[config.mk]
export PLATFORM = sky130hd
export DESIGN_NAME = sra_serial_rom_access_regs
export DESIGN_NICKNAME = d
export VERILOG_FILES = /design/src/sra_rom_reader.v /design/src/sra_serial_rom_access_regs.v
export VERILOG_INCLUDE_DIRS = /design/src
export SDC_FILE = /design/constraint.sdc
export NUM_CORES = 1
export LEC_CHECK = 0
export BUFFER_PORTS_ARGS = -buffer_cell sky130_fd_sc_hd__buf_2
export CAP_MARGIN = 10
export CORE_MARGIN = 2
export CORE_UTILIZATION = 47
export DETAILED_ROUTE_END_ITERATION = 6
export PLACE_DENSITY_LB_ADDON = 0.25
export SLEW_MARGIN = 40
export SYNTH_ARGS = -nofsm -noshare
export SYNTH_HDL_FRONTEND = slang
export SYNTH_SLANG_ARGS = --single-unit
[constraint.sdc]
create_clock -name pclk -period 3.2 [get_ports pclk]
set_clock_uncertainty 0.1 [all_clocks]
set_input_delay 0.64 -clock pclk [delete_from_list [all_inputs] [get_ports pclk]]
set_output_delay 0.64 -clock pclk [all_outputs]
set_load 0.005 [all_outputs]
[src/sra_defs.vh]
`ifndef SRA_DEFS_VH
`define SRA_DEFS_VH

// ----------------------------------------
// Register offsets (byte addresses)
// ----------------------------------------
`define SRA_OFF_VERSION 12'h000
`define SRA_OFF_ROM_ACCESS 12'h004

// ----------------------------------------
// Version register fields
// ----------------------------------------
`define SRA_VER_MAJOR 8'h01
`define SRA_VER_MINOR 8'h10
`define SRA_VER_PRESENT_BIT 24

// ----------------------------------------
// Serial ROM access register fields
// ----------------------------------------
`define SRA_ROM_CLEAR_BIT 31
`define SRA_ROM_GO_BIT 25
`define SRA_OPT_PTR_VALUE 8'h20
`define SRA_OPT_PTR_NONE 8'h00
`define SRA_OPT_BYTE_ADDR 8'h06
`define SRA_OPT_FLAG_BIT 5

// ----------------------------------------
// Boot load and serial ROM link
// ----------------------------------------
`define SRA_NODE_INFO_BYTES 20
`define SRA_ROM_DEV_ADDR 7'h50
`define SRA_PCLK_MHZ 25
`define SRA_QUARTER_NS 2500
`define SRA_QUARTER_CYC ((`SRA_QUARTER_NS * `SRA_PCLK_MHZ + 999) / 1000)
`define SRA_LAST_STEP 6'd38

`endif

[src/sra_rom_reader.v]
`timescale 1ns/1ns
`default_nettype none
`include "sra_defs.vh"

module sra_rom_reader #(
  parameter QCYC = `SRA_QUARTER_CYC,
  parameter [6:0] DEV_ADDR = `SRA_ROM_DEV_ADDR
) (
  input wire pclk,
  input wire presetn,
  input wire start,
  input wire [7:0] addr,
  input wire sda_in,
  output reg busy_q,
  output reg done_q,
  output reg nack_q,
  output reg [7:0] data_q,
  output reg scl_q,
  output reg sda_out_q,
  output reg sda_oe_q
);

  // ----------------------------------------
  // Step sequencer: four quarters per step
  // ----------------------------------------
  reg [7:0] div_q;
  reg [1:0] qtr_q;
  reg [5:0] step_q;
  reg [7:0] addr_q;
  wire tick = (div_q == QCYC[7:0] - 8'd1);

  reg is_start;
  reg is_stop;
  reg is_ack;
  reg is_rx;
  reg is_nack;
  reg [7:0] tx_byte;
  reg [2:0] bit_idx;
  reg [5:0] idx_diff;
  reg drv_val;
  reg scl_val;

  always @* begin
    is_start = (step_q == 6'd0) || (step_q == 6'd19);
    is_stop = (step_q == `SRA_LAST_STEP);
    is_ack = (step_q == 6'd9) || (step_q == 6'd18) || (step_q == 6'd28);
    is_rx = (step_q >= 6'd29) && (step_q <= 6'd36);
    is_nack = (step_q == 6'd37);
    tx_byte = addr_q;
    idx_diff = 6'd0;
    if (step_q <= 6'd8) begin
      tx_byte = {DEV_ADDR, 1'b0};
      idx_diff = 6'd8 - step_q;
    end else if (step_q <= 6'd17) begin
      idx_diff = 6'd17 - step_q;
    end else if (step_q <= 6'd27) begin
      tx_byte = {DEV_ADDR, 1'b1};
      idx_diff = 6'd27 - step_q;
    end
    // Only the bit position within the byte matters
    bit_idx = idx_diff[2:0];
    if (is_start) begin
      drv_val = (qtr_q < 2'd2);
      scl_val = (qtr_q == 2'd1) || (qtr_q == 2'd2);
    end else if (is_stop) begin
      drv_val = (qtr_q >= 2'd2);
      scl_val = (qtr_q != 2'd0);
    end else begin
      drv_val = (is_ack || is_rx || is_nack) ? 1'b1 : tx_byte[bit_idx];
      scl_val = (qtr_q == 2'd1) || (qtr_q == 2'd2);
    end
  end

  always @(posedge pclk or negedge presetn) begin
    if (!presetn) begin
      div_q <= 8'h00;
      qtr_q <= 2'd0;
      step_q <= 6'd0;
      addr_q <= 8'h00;
      busy_q <= 1'b0;
      done_q <= 1'b0;
      nack_q <= 1'b0;
      data_q <= 8'h00;
      scl_q <= 1'b1;
      sda_out_q <= 1'b0;
      sda_oe_q <= 1'b0;
    end else begin
      done_q <= 1'b0;
      sda_out_q <= 1'b0;
      if (!busy_q) begin
        scl_q <= 1'b1;
        sda_oe_q <= 1'b0;
        if (start) begin
          busy_q <= 1'b1;
          addr_q <= addr;
          nack_q <= 1'b0;
          div_q <= 8'h00;
          qtr_q <= 2'd0;
          step_q <= 6'd0;
        end
      end else begin
        scl_q <= scl_val;
        // Open drain: drive only a low
        sda_oe_q <= ~drv_val;
        div_q <= tick ? 8'h00 : div_q + 8'd1;
        if (tick) begin
          qtr_q <= qtr_q + 2'd1;
          if (qtr_q == 2'd2 && is_ack && sda_in) begin
            nack_q <= 1'b1;
          end
          if (qtr_q == 2'd2 && is_rx) begin
            data_q <= {data_q[6:0], sda_in};
          end
          if (qtr_q == 2'd3) begin
            step_q <= step_q + 6'd1;
            if (is_stop) begin
              busy_q <= 1'b0;
              done_q <= 1'b1;
            end
          end
        end
      end
    end
  end

endmodule // sra_rom_reader

`default_nettype wire

[src/sra_serial_rom_access_regs.v]
// Design decision made here: the APB register port.
`timescale 1ns/1ns
`default_nettype none
`include "sra_defs.vh"

// Functional notes
// - Version bit 24 shows 1 when the serial ROM answered, else 0.
// - With the ROM present, node information bytes load after hardware reset.
// - Version field bits 23..16 read major value 01h.
// - Revision field bits 7..0 read minor value 10h.
// - Other version bits read zero; writes to that register do nothing.
// - Writing 1 to bit 31 resets the ROM byte pointer to zero.
// - The address-clear bit drops to 0 once the pointer reset is done.
// - Pointer reset leaves the read-data field untouched.
// - Writing 1 to bit 25 reads the byte at the current pointer.
// - The read-start bit drops to 0 when that byte read completes.
// - The fetched byte shows in read-only bits 23..16.
// - Option ROM pointer reads zero by default.
// - ROM byte 6h bit 5 set makes the option ROM pointer read 20h.
// - Bits 30..26, 24 and 15..8 of the access register read zero.
module sra_serial_rom_access_regs #(
  parameter ADDR_W = 12,
  parameter NODE_INFO_BYTES = `SRA_NODE_INFO_BYTES,
  parameter QCYC = `SRA_QUARTER_CYC,
  // Arbitrary default device address
  parameter [6:0] DEV_ADDR = `SRA_ROM_DEV_ADDR
) (
  input wire pclk,
  input wire presetn,
  input wire psel,
  input wire penable,
  input wire pwrite,
  input wire [ADDR_W-1:0] paddr,
  input wire [31:0] pwdata,
  output reg [31:0] prdata,
  output reg pready,
  output reg pslverr,
  output wire rom_scl,
  output wire rom_sda_out,
  output wire rom_sda_oe,
  input wire rom_sda_in,
  output reg node_info_valid_q,
  output reg [7:0] node_info_index_q,
  output reg [7:0] node_info_byte_q,
  output reg node_info_done_q
);

  // ----------------------------------------
  // States
  // ----------------------------------------
  localparam [3:0] ST_BOOT_GO = 4'b0001;
  localparam [3:0] ST_BOOT_WAIT = 4'b0010;
  localparam [3:0] ST_IDLE = 4'b0100;
  localparam [3:0] ST_READ_WAIT = 4'b1000;
  // Index of the last boot byte
  localparam [31:0] LAST_IDX = NODE_INFO_BYTES - 1;

  reg [3:0] state_q;
  reg [7:0] ptr_q;
  reg [7:0] boot_idx_q;
  reg present_q;
  reg opt_rom_q;
  reg clear_q;
  reg go_q;
  reg [7:0] rd_byte_q;
  reg eng_start_q;
  reg [7:0] eng_addr_q;

  wire eng_busy;
  wire eng_done;
  wire eng_nack;
  wire [7:0] eng_data;

  // ----------------------------------------
  // Data pin synchroniser
  // ----------------------------------------
  reg sda_s1_q;
  reg sda_s2_q;
  reg sda_s3_q;
  reg sda_f_q;

  always @(posedge pclk or negedge presetn) begin
    if (!presetn) begin
      sda_s1_q <= 1'b1;
      sda_s2_q <= 1'b1;
      sda_s3_q <= 1'b1;
      sda_f_q <= 1'b1;
    end else begin
      sda_s1_q <= rom_sda_in;
      sda_s2_q <= sda_s1_q;
      sda_s3_q <= sda_s2_q;
      if (sda_s2_q == sda_s3_q) begin
        sda_f_q <= sda_s3_q;
      end
    end
  end

  // ----------------------------------------
  // Serial ROM byte reader
  // ----------------------------------------
  sra_rom_reader #(
    .QCYC(QCYC),
    .DEV_ADDR(DEV_ADDR)
  ) u_reader (
    .pclk(pclk),
    .presetn(presetn),
    .start(eng_start_q),
    .addr(eng_addr_q),
    .sda_in(sda_f_q),
    .busy_q(eng_busy),
    .done_q(eng_done),
    .nack_q(eng_nack),
    .data_q(eng_data),
    .scl_q(rom_scl),
    .sda_out_q(rom_sda_out),
    .sda_oe_q(rom_sda_oe)
  );

  // ----------------------------------------
  // APB decode
  // ----------------------------------------
  wire setup = psel & ~penable;
  wire access = psel & penable & pready;
  wire hit_ver = (paddr == `SRA_OFF_VERSION);
  wire hit_rom = (paddr == `SRA_OFF_ROM_ACCESS);
  wire wr_rom = access & pwrite & hit_rom;
  wire set_clear = wr_rom & pwdata[`SRA_ROM_CLEAR_BIT];
  wire set_go = wr_rom & pwdata[`SRA_ROM_GO_BIT];

  reg [31:0] rd_mux;

  always @* begin
    rd_mux = 32'h0000_0000;
    if (hit_ver) begin
      rd_mux = {7'h00, present_q, `SRA_VER_MAJOR, 8'h00, `SRA_VER_MINOR};
    end else if (hit_rom) begin
      rd_mux = {clear_q, 5'h00, go_q, 1'b0, rd_byte_q, 8'h00,
                (opt_rom_q ? `SRA_OPT_PTR_VALUE : `SRA_OPT_PTR_NONE)};
    end
  end

  // One wait-free access phase per transfer
  always @(posedge pclk or negedge presetn) begin
    if (!presetn) begin
      prdata <= 32'h0000_0000;
      pready <= 1'b0;
      pslverr <= 1'b0;
    end else begin
      pready <= setup;
      pslverr <= setup & ~hit_ver & ~hit_rom;
      if (setup && !pwrite) begin
        prdata <= rd_mux;
      end
    end
  end

  // ----------------------------------------
  // Sequencer
  // ----------------------------------------
  reg hw_clear_clr;
  reg hw_go_clr;

  always @* begin
    hw_clear_clr = (state_q == ST_IDLE) && clear_q;
    hw_go_clr = (state_q == ST_READ_WAIT) && eng_done;
  end

  always @(posedge pclk or negedge presetn) begin
    if (!presetn) begin
      state_q <= ST_BOOT_GO;
      ptr_q <= 8'h00;
      boot_idx_q <= 8'h00;
      present_q <= 1'b0;
      opt_rom_q <= 1'b0;
      clear_q <= 1'b0;
      go_q <= 1'b0;
      rd_byte_q <= 8'h00;
      eng_start_q <= 1'b0;
      eng_addr_q <= 8'h00;
      node_info_valid_q <= 1'b0;
      node_info_index_q <= 8'h00;
      node_info_byte_q <= 8'h00;
      node_info_done_q <= 1'b0;
    end else begin
      eng_start_q <= 1'b0;
      node_info_valid_q <= 1'b0;
      // Software set wins over hardware clear
      clear_q <= set_clear | (clear_q & ~hw_clear_clr);
      // Software set wins over hardware clear
      go_q <= set_go | (go_q & ~hw_go_clr);
      case (state_q)
        ST_BOOT_GO: begin
          eng_start_q <= 1'b1;
          eng_addr_q <= boot_idx_q;
          state_q <= ST_BOOT_WAIT;
        end
        ST_BOOT_WAIT: begin
          if (eng_done) begin
            if (eng_nack) begin
              node_info_done_q <= 1'b1;
              state_q <= ST_IDLE;
            end else begin
              present_q <= 1'b1;
              node_info_valid_q <= 1'b1;
              node_info_index_q <= boot_idx_q;
              node_info_byte_q <= eng_data;
              if (boot_idx_q == `SRA_OPT_BYTE_ADDR) begin
                opt_rom_q <= eng_data[`SRA_OPT_FLAG_BIT];
              end
              if (boot_idx_q == LAST_IDX[7:0]) begin
                node_info_done_q <= 1'b1;
                state_q <= ST_IDLE;
              end else begin
                boot_idx_q <= boot_idx_q + 8'd1;
                state_q <= ST_BOOT_GO;
              end
            end
          end
        end
        ST_IDLE: begin
          if (clear_q) begin
            ptr_q <= 8'h00;
          end else if (go_q) begin
            eng_start_q <= 1'b1;
            eng_addr_q <= ptr_q;
            state_q <= ST_READ_WAIT;
          end
        end
        ST_READ_WAIT: begin
          if (eng_done) begin
            if (!eng_nack) begin
              rd_byte_q <= eng_data;
            end
            ptr_q <= ptr_q + 8'd1;
            state_q <= ST_IDLE;
          end
        end
        default: begin
          state_q <= ST_IDLE;
        end
      endcase
    end
  end

endmodule // sra_serial_rom_access_regs

`default_nettype wire

==> impl_metrics.ini, run 1 <==
[outcome]
run_status = finished, final reports clean

[hold_path]
min_to = sda_s1_q
min_path_type = primary input to flop
whs_path_depth = 1
hold_start = rom_sda_in

[die]
io_pins = 105
die-area_um2 = 12500
die_h_um = 112
num_rows = 39
core-area_um2 = 11400
die_w_um = 112
initial_core_util_pct = 48.0

[synth]
syn-cell-area_um2 = 5480
synthFlopType = dfrtp_1
netlist_instances = 535
ys_types = 58
yosysSeqAreaShare_pct = 52.7
yosysWarnings = 0
synth_edf_count = 0
ys_ff_latch = 115
async_reset_ff_share_pct = 100
avgSynthCellArea_um2 = 10.2

[clock_tree]
cts_tree = yes
clk_pin_slew_worst_paths_ps = 50
clkLatencyLatePin_ps = 400
cts_setup_buffers = 0
cts-root-buf = clkbuf_16
cts_buffers = 17
cts.sinks = 115
cts.hold.buffers_added = 1
cts.repair.resized = 0
cts_htree_levels = 4
cts_buffer_depth = 2

[timing]
setup_viol = 0
timing.final.crit_share_pct = 85.9
finalHoldViolCount = 0
post-route-min-period_ps = 2750
worstMarginPinSlew_ps = 600
rsz0062_at_grt = no
max_slew_margin_pct = 59.8
whs_ps = 237
fmax_ghz = 0.364
slew_viol_final = 0
fin_tns_setup_ps = 0

[power]
p_per_area_nw_per_um2 = 604
vdd_drop_max_uv = 395
power.leakage_nw = 3.20

[cells_and_area]
area_growth_pct = 17.3
final_common_cell = dfrtp_1
n_antenna_cell = 0
final_nets = 658
drive_above_1_share_pct = 21.0
most-common-layout-cells = dfrtp_1 (109), nand2_1 (107), buf_2 (53)
num-fill-cells = 1032
seq_area_um2 = 2890
multi_input_area_um2 = 2340

[worst_setup_path]
cp-start-kind = flop
r2r-end = u_reader.sda_oe_q
worst-path-max-fanout = 10
end_kind = flop
criticalPathCategory = flop to flop
cpPeakStageDelay_ps = 520
cp.required_ps = 3420
reg2reg_depth = 8
worst_path_max_delay_cell = dfrtp_1
r2r-start = u_reader.step_q[0]
critPathArrivalTime_ps = 2960
r2r_slack_ps = 450
worstPathCellList = inv_1, ha_1, or2_2, a221oi_1, nor2_1, a32oi_1, mux2i_1, o221ai_2

[route]
wl_per_cell_um = 14.8
num_vias = 3915
postRouteAntennaNets = 0
totalWireLength_um = 11100
drc = 0
drt_iter0_markers = 277
vias_per_cell = 5.23
first_pass_iters = 4

[global_routing]
grt-ovfl-total = 0
first_global_vias = 3855
antenna_found_initial = 0
grt_pass1_wl_um = 18900
grt_util_all_layers_pct = 18.8
grt_max_degree = 70

[place]
numPortBuffers = 54
post-dp-hpwl_um = 7460
finalWeightedCongestion = 0.841

[flow_run]
maxCapViolCount = 0
-- area by class of cell --
type                            instances  share of cell area, %
Inverter                               16                  0.935
Tap cell                              143                   2.78
Sequential cell                       115                   44.9
Clock inverter                          9                   2.06
Timing Repair Buffer                   65                   5.76
Multi-Input combinational cell        380                   36.4
Clock buffer                           20                   7.11
-- worst max path at each step --
stage | from | to | slack [ps] | cells past startpoint
2_1_floorplan | u_reader.step_q[0] | u_reader.sda_oe_q | 750 | 8
3_3_place_gp | u_reader.step_q[0] | u_reader.sda_oe_q | 610 | 8
5_1_grt | u_reader.step_q[0] | u_reader.sda_oe_q | 290 | 8
6_report | u_reader.step_q[0] | u_reader.sda_oe_q | 450 | 8
3_5_place_dp | u_reader.step_q[0] | u_reader.sda_oe_q | 530 | 8
4_1_cts | u_reader.step_q[0] | u_reader.sda_oe_q | 450 | 8
-- cells by family (layout without fill, tap and decap cells) --
logic type               count (synthesis)  in the layout  synth area share (%)
AND/OR/NAND/NOR                        220            220                  19.1
flip-flops                             115            115                  52.7
AO/OA/AOI/OAI                           76             76                  9.98
buffers and inverters                   59            110                  5.89
multiplexers                            31             31                  6.12
XOR/XNOR                                19             19                  3.04
adder cells (fa/ha/maj)                 14             14                  3.15
other                                    1             20                0.0685
-- stage by stage --
step                      worst slack, ps  instances  utilization (%)  area, um2  total power [mW]
after floorplan                       746        554                -       5550              1.91
after global placement                608        718             51.0       5820              2.01
after detailed placement              525        718             51.0       5830              2.03
after CTS                             450        748             56.3       6430              3.92
after global routing                  290        748             56.3       6430              4.05
final                                 451        748             56.3       6430              3.88
-- state kept, by name (all words and copies together) (netlist names), 2 cells and up --
| register | cells |
|---|---|
| rd_byte_q | 8 |
| state_q | 4 |
| node_info_byte_q | 8 |
| eng_addr_q | 8 |
| u_reader.step_q | 6 |
| node_info_index_q | 8 |
| u_reader.div_q | 8 |
| boot_idx_q | 8 |
| ptr_q | 8 |
| u_reader.data_q | 8 |
| prdata | 13 |
| u_reader.addr_q | 8 |
| u_reader.qtr_q | 2 |
-- routing by layer --
layer | global-route usage [%] | share of wire [%] | vias to the layer above | routed length (um)
met5 | 0 | 0 | - | 0
met4 | 5.12 | 0.76 | 0 | 84
met3 | 6.75 | 3.5 | 6 | 392
met2 | 29.6 | 49 | 65 | 5410
met1 | 24.9 | 47 | 1927 | 5210
li1 | - | - | 1917 | -
-- where the power goes --
part	switching (mW)	internal (mW)	total, mW
clock network	0.631	1.25	1.88
registers	0.0960	1.54	1.64
logic	0.210	0.155	0.365
total	0.938	2.95	3.88
-- cells in the mapped netlist, types with 9 or more instances --
master / count / area, um2
a21oi_1: 9 / 45.0
a22o_1: 12 / 105
buf_4: 21 / 158
clkbuf_1: 12 / 45.0
dfrtp_1: 109 / 2730
ha_1: 13 / 163
inv_1: 15 / 56.3
mux2_2: 20 / 225
mux2i_1: 11 / 110
nand2_1: 107 / 402
nand2b_1: 11 / 68.8
nand3_1: 12 / 60.1
nand4_1: 11 / 68.8
nor2_1: 36 / 135
o21ai_0: 26 / 130
xnor2_1: 9 / 78.8
xor2_1: 10 / 87.6
-- critical path: cells and delay by family (launching register included) --
family                   cells  cell delay, ps
AO/OA/AOI/OAI                3             910
flip-flops                   1             520
AND/OR/NAND/NOR              2             510
adder cells (fa/ha/maj)      1             330
buffers and inverters        1             140
multiplexers                 1             140
No activity file was read; power rests on OpenSTA's default activity.
==> run 2: changes to the inputs <==
--- a/config.mk
+++ b/config.mk
@@ -9,9 +9,10 @@
 export BUFFER_PORTS_ARGS = -buffer_cell sky130_fd_sc_hd__buf_2
 export CAP_MARGIN = 10
 export CORE_MARGIN = 2
-export CORE_UTILIZATION = 47
+export CORE_UTILIZATION = 55
 export DETAILED_ROUTE_END_ITERATION = 6
 export PLACE_DENSITY_LB_ADDON = 0.25
+export RECOVER_POWER = 100
 export SLEW_MARGIN = 40
 export SYNTH_ARGS = -nofsm -noshare
 export SYNTH_HDL_FRONTEND = slang
==> run 2 against run 1 <==
Effect of this change: the flow now finishes with violations (max-capacitance violations, max-slew violations); routed wire length hardly changed; critical path depth is 2 lower; cell area is 1.3% lower; core utilization rose by 8.9 points; count of clock-buffer cells in the layout down 1; setup slack better by 57 ps; hold slack got worse by 110 ps; clock power grew 2%; first-iteration DRC count is 19% lower; register-to-register slack better by 60 ps; critical path type unchanged; highest routed layer unchanged.
==> impl_metrics.ini, run 2 (same netlist as run 1, synthesis figures left out) <==
[outcome]
run_status = finished with violations
violations = max-capacitance violations, max-slew violations

[route]
drt_iter0_markers = 223
num_vias = 3989
drc = 0
vias_per_cell = 5.41
first_pass_iters = 4
postRouteAntennaNets = 0
wl_per_cell_um = 15.0
totalWireLength_um = 11100

[hold_path]
min_path_type = primary input to flop

[worst_setup_path]
r2r_slack_ps = 510
crit_buf_inv = 1
worst_path_max_delay_cell = nor4_1
worst-path-max-fanout = 8
end_kind = flop
critPathArrivalTime_ps = 2980
r2r-start = u_reader.div_q[0]
r2r-end = u_reader.data_q[5]
worstPathCellList = inv_1, ha_1, nand2b_1, nor4_1, and3_1, mux2_2
cp-start-kind = flop
cp_top_family = simple AND/OR/NAND/NOR gates
startpoint = u_reader.div_q[0]
cpPeakStageDelay_ps = 800
setup.worst_path.end = u_reader.data_q[5]
cp.required_ps = 3490
criticalPathCategory = flop to flop
reg2reg_depth = 6
cp.depth = 6

[place]
dp_slack_ps = 581
post-dp-hpwl_um = 7180
numPortBuffers = 54
finalWeightedCongestion = 0.887

[global_routing]
grt_max_degree = 86
antenna_found_initial = 0
first_global_vias = 4035
grt-ovfl-total = 0
grt_pass1_wl_um = 19200
grt_util_all_layers_pct = 22.2

[timing]
timing.final.crit_share_pct = 84.1
fin_tns_setup_ps = 0
setup_viol = 0
worstMarginPinSlew_ps = 1710
post-route-min-period_ps = 2690
fmax_ghz = 0.371
finalHoldViolCount = 0
slew_viol_final = 31
rsz0062_at_grt = no
worst_slack_ps = 507
max_slew_margin_pct = -14.3

[power]
p_comb_share_pct = 8.8
clkPwrFrac_pct = 49.3
seqPwrFrac_pct = 41.9
p_sw_mw = 0.992
p_sw_share_pct = 25.4
vdd_drop_max_uv = 371
p_int_mw = 2.91
power.leakage_nw = 3.08
p_per_area_nw_per_um2 = 616

[cells_and_area]
area_growth_pct = 15.8
final_common_cell = dfrtp_1
n_antenna_cell = 0
drive_above_1_share_pct = 16.0
top_register = prdata
final_nets = 655
largest_register_ffs = 13
most-common-layout-cells = dfrtp_1 (109), nand2_1 (107), nor2_1 (36)

[clock_tree]
cts.hold.buffers_added = 1
cts.sinks = 115
cts_buffers = 17
cts.repair.resized = 0
cts_htree_levels = 4
cts_setup_buffers = 0
cts_tree = yes
clkLatencyLatePin_ps = 510
cts_buffer_depth = 2
cts-root-buf = clkbuf_8
clk_pin_slew_worst_paths_ps = 60

[flow_run]
maxCapViolCount = 1

[die]
die_h_um = 104
core-area_um2 = 9730
initial_core_util_pct = 56.3
io_pins = 105
die_w_um = 104
die-area_um2 = 10800
num_rows = 36
-- run 2: layer usage --
layer	part of all wire, %	vias up	track usage (%)
met5	0	-	0
met4	1.5	0	8.11
met3	4.0	15	7.24
met2	50	81	36.2
met1	44	1983	27.9
li1	-	1910	-
-- run 2: worst min-delay path by stage --
stage | cells past startpoint | end | slack (ps) | startpoint
2_1_floorplan | 0 | boot_idx_q[0] | 240 | presetn
3_3_place_gp | 0 | sda_s2_q | 250 | sda_s1_q
3_5_place_dp | 0 | sda_s2_q | 250 | sda_s1_q
4_1_cts | 1 | sda_s1_q | 110 | rom_sda_in
5_1_grt | 1 | sda_s1_q | 100 | rom_sda_in
6_report | 1 | sda_s1_q | 130 | rom_sda_in
-- run 2: area by class of cell --
class	instances	area, um2
clock inverters	13	169
multi-input cells	380	2320
inverters	16	60.1
well taps	133	166
repair buffers	62	299
flip-flops and latches	115	2890
fillers	805	3390
clock buffers	19	442
-- run 2: worst register-to-register path: stages (launching register included) --
cell,delay [ps]
dfrtp_1,430
inv_1,80
ha_1,140
nand2b_1,80
nor4_1,800
and3_1,560
mux2_2,390
-- run 2: power groups by stage --
stage          clock network (mW)  logic (mW)  registers [mW]
5_1_grt                      2.04       0.399            1.65
3_5_place_dp                    0       0.368            1.66
4_1_cts                      1.96       0.370            1.63
3_3_place_gp                    0       0.351            1.65
2_1_floorplan                   0       0.277            1.64
6_report                     1.92       0.344            1.64
-- run 2: through the flow --
stage / instance area, um2 / util [%] / hold slack (ps) / total power [mW] / std cells
2_1_floorplan: 5550 / - / 244 / 1.91 / 554
3_3_place_gp: 5790 / 59.5 / 247 / 2.00 / 705
4_1_cts: 6410 / 65.9 / 109 / 3.96 / 738
3_5_place_dp: 5790 / 59.5 / 252 / 2.02 / 705
6_report: 6340 / 65.2 / 130 / 3.91 / 738
5_1_grt: 6340 / 65.2 / 96.1 / 4.09 / 738
==> run 3: changes to the inputs <==
==> constraint.sdc (replaced) <==
create_clock -name pclk -period 2.7 [get_ports pclk]
set_clock_uncertainty 0.1 [all_clocks]
set_input_delay 0.54 -clock pclk [delete_from_list [all_inputs] [get_ports pclk]]
set_output_delay 0.54 -clock pclk [all_outputs]
set_load 0.005 [all_outputs]
==> run 3 against run 2 <==
Effect of this change: the flow now finishes without violations; clock power rose by 20%; core utilization is 0.80 points higher; via count is 1.8% higher; register-to-register slack got worse by 230 ps; combinational power grew 20%; maximum frequency is 11% higher; critical path depth up 1; final cell count grew 1.4%; highest routed layer unchanged.
==> impl_metrics.ini, run 3 (same netlist as run 1, synthesis figures left out) <==
[global_routing]
antenna_found_initial = 0
grt_util_all_layers_pct = 22.5
grt_max_degree = 56
first_global_vias = 4019
grt_pass1_wl_um = 19300
grt-ovfl-total = 0

[worst_setup_path]
cp.required_ps = 3030
cp-start-kind = flop
end_kind = flop
worst-path-max-fanout = 19
critPathArrivalTime_ps = 2750
criticalPathCategory = flop to flop

[die]
initial_core_util_pct = 56.3
core-area_um2 = 9730
die_w_um = 104
die_h_um = 104
io_pins = 105
num_rows = 36
die-area_um2 = 10800

[timing]
post-route-min-period_ps = 2420
fmax_ghz = 0.413
finalHoldViolCount = 0
rsz0062_at_grt = no
setup_viol = 0
timing.final.crit_share_pct = 89.6
max_slew_margin_pct = 40.2
whs_ps = 125
worstMarginPinSlew_ps = 897
fin_tns_setup_ps = 0
slew_viol_final = 0

[clock_tree]
cts.hold.buffers_added = 2
cts.repair.resized = 0
cts_setup_buffers = 0
clk_pin_slew_worst_paths_ps = 60
cts_tree = yes
cts-root-buf = clkbuf_8
cts.sinks = 115
cts_htree_levels = 4
clkLatencyLatePin_ps = 510
cts_buffer_depth = 2
cts_buffers = 17

[cells_and_area]
most-common-layout-cells = dfrtp_1 (109), nand2_1 (107), buf_2 (37)
top_register = prdata
fin_util_pct = 66.0
area_growth_pct = 17.2
largest_register_ffs = 13
post-route-cell-area_um2 = 6420
n_antenna_cell = 0
instances_no_fill = 748
final_nets = 665
final_common_cell = dfrtp_1
drive_above_1_share_pct = 17.6

[place]
numPortBuffers = 54
dpl_cell_area_um2 = 5860
finalWeightedCongestion = 0.890
post-dp-hpwl_um = 7570
dp.cells = 714

[power]
power.leakage_nw = 3.14
p_per_area_nw_per_um2 = 724
vdd_drop_max_uv = 438

[hold_path]
min_path_type = primary input to flop

[route]
num_vias = 4059
first_pass_iters = 4
vias_per_cell = 5.43
totalWireLength_um = 11300
drc = 0
wl_per_cell_um = 15.1
drt_iter0_markers = 178
postRouteAntennaNets = 0

[outcome]
run_status = finished, final reports clean

[flow_run]
maxCapViolCount = 0
==> run 3: area by class of cell <==
| class | count | area [um2] |
|---|---|---|
| clock buffer | 19 | 442 |
| fill | 811 | 3310 |
| tap | 133 | 166 |
| timing repair buffer | 72 | 365 |
| multi-input combinational | 380 | 2330 |
| sequential | 115 | 2890 |
| inverter | 16 | 60.1 |
| clock inverter | 13 | 171 |
==> run 3: through the flow <==
stage	power [mW]	setup slack [ps]
after global routing	4.84	95.3
after global placement	2.38	341
after CTS	4.71	285
final	4.64	281
after floorplan	2.27	246
after detailed placement	2.40	290
==> run 3: worst max-delay path, cell delays in order, from the launching register on <==
cell and delay, ps:
dfstp_1 660, nor2_1 120, nand4b_1 130, or2_2 140
clkbuf_1 670, nor2_1 260, nand2_1 150, xnor2_1 110
==> run 3: path summary, 6_finish.rpt <==
kind                       cells past startpoint  slack (ps)  startpoint           endpoint
max reg2reg                                    7         280  state_q[0]      boot_idx_q[2]
min in group asynchronous                      2         590     presetn  u_reader.div_q[4]
max                                            7         280  state_q[0]      boot_idx_q[2]
min                                            2         120     penable             pready
min reg2reg                                    0         270    sda_s1_q           sda_s2_q
max in group asynchronous                      3         590     presetn      eng_addr_q[2]
==> run 3: power by group <==
group	internal (mW)	leakage, nW	switching (mW)
combinational	0.163	1.30	0.249
clock	1.47	0.296	0.829
sequential	1.82	1.55	0.110
==> run 3: metal layers <==
metal / vias up / part of all wire (%) / routed length, um / global-route usage, %
li1: 1947 / - / - / -
met1: 1987 / 44 / 4940 / 28.3
met2: 96 / 49 / 5490 / 36.6
met3: 29 / 4.2 / 476 / 6.29
met4: 0 / 3.2 / 366 / 10.1
met5: - / 0 / 0 / 0
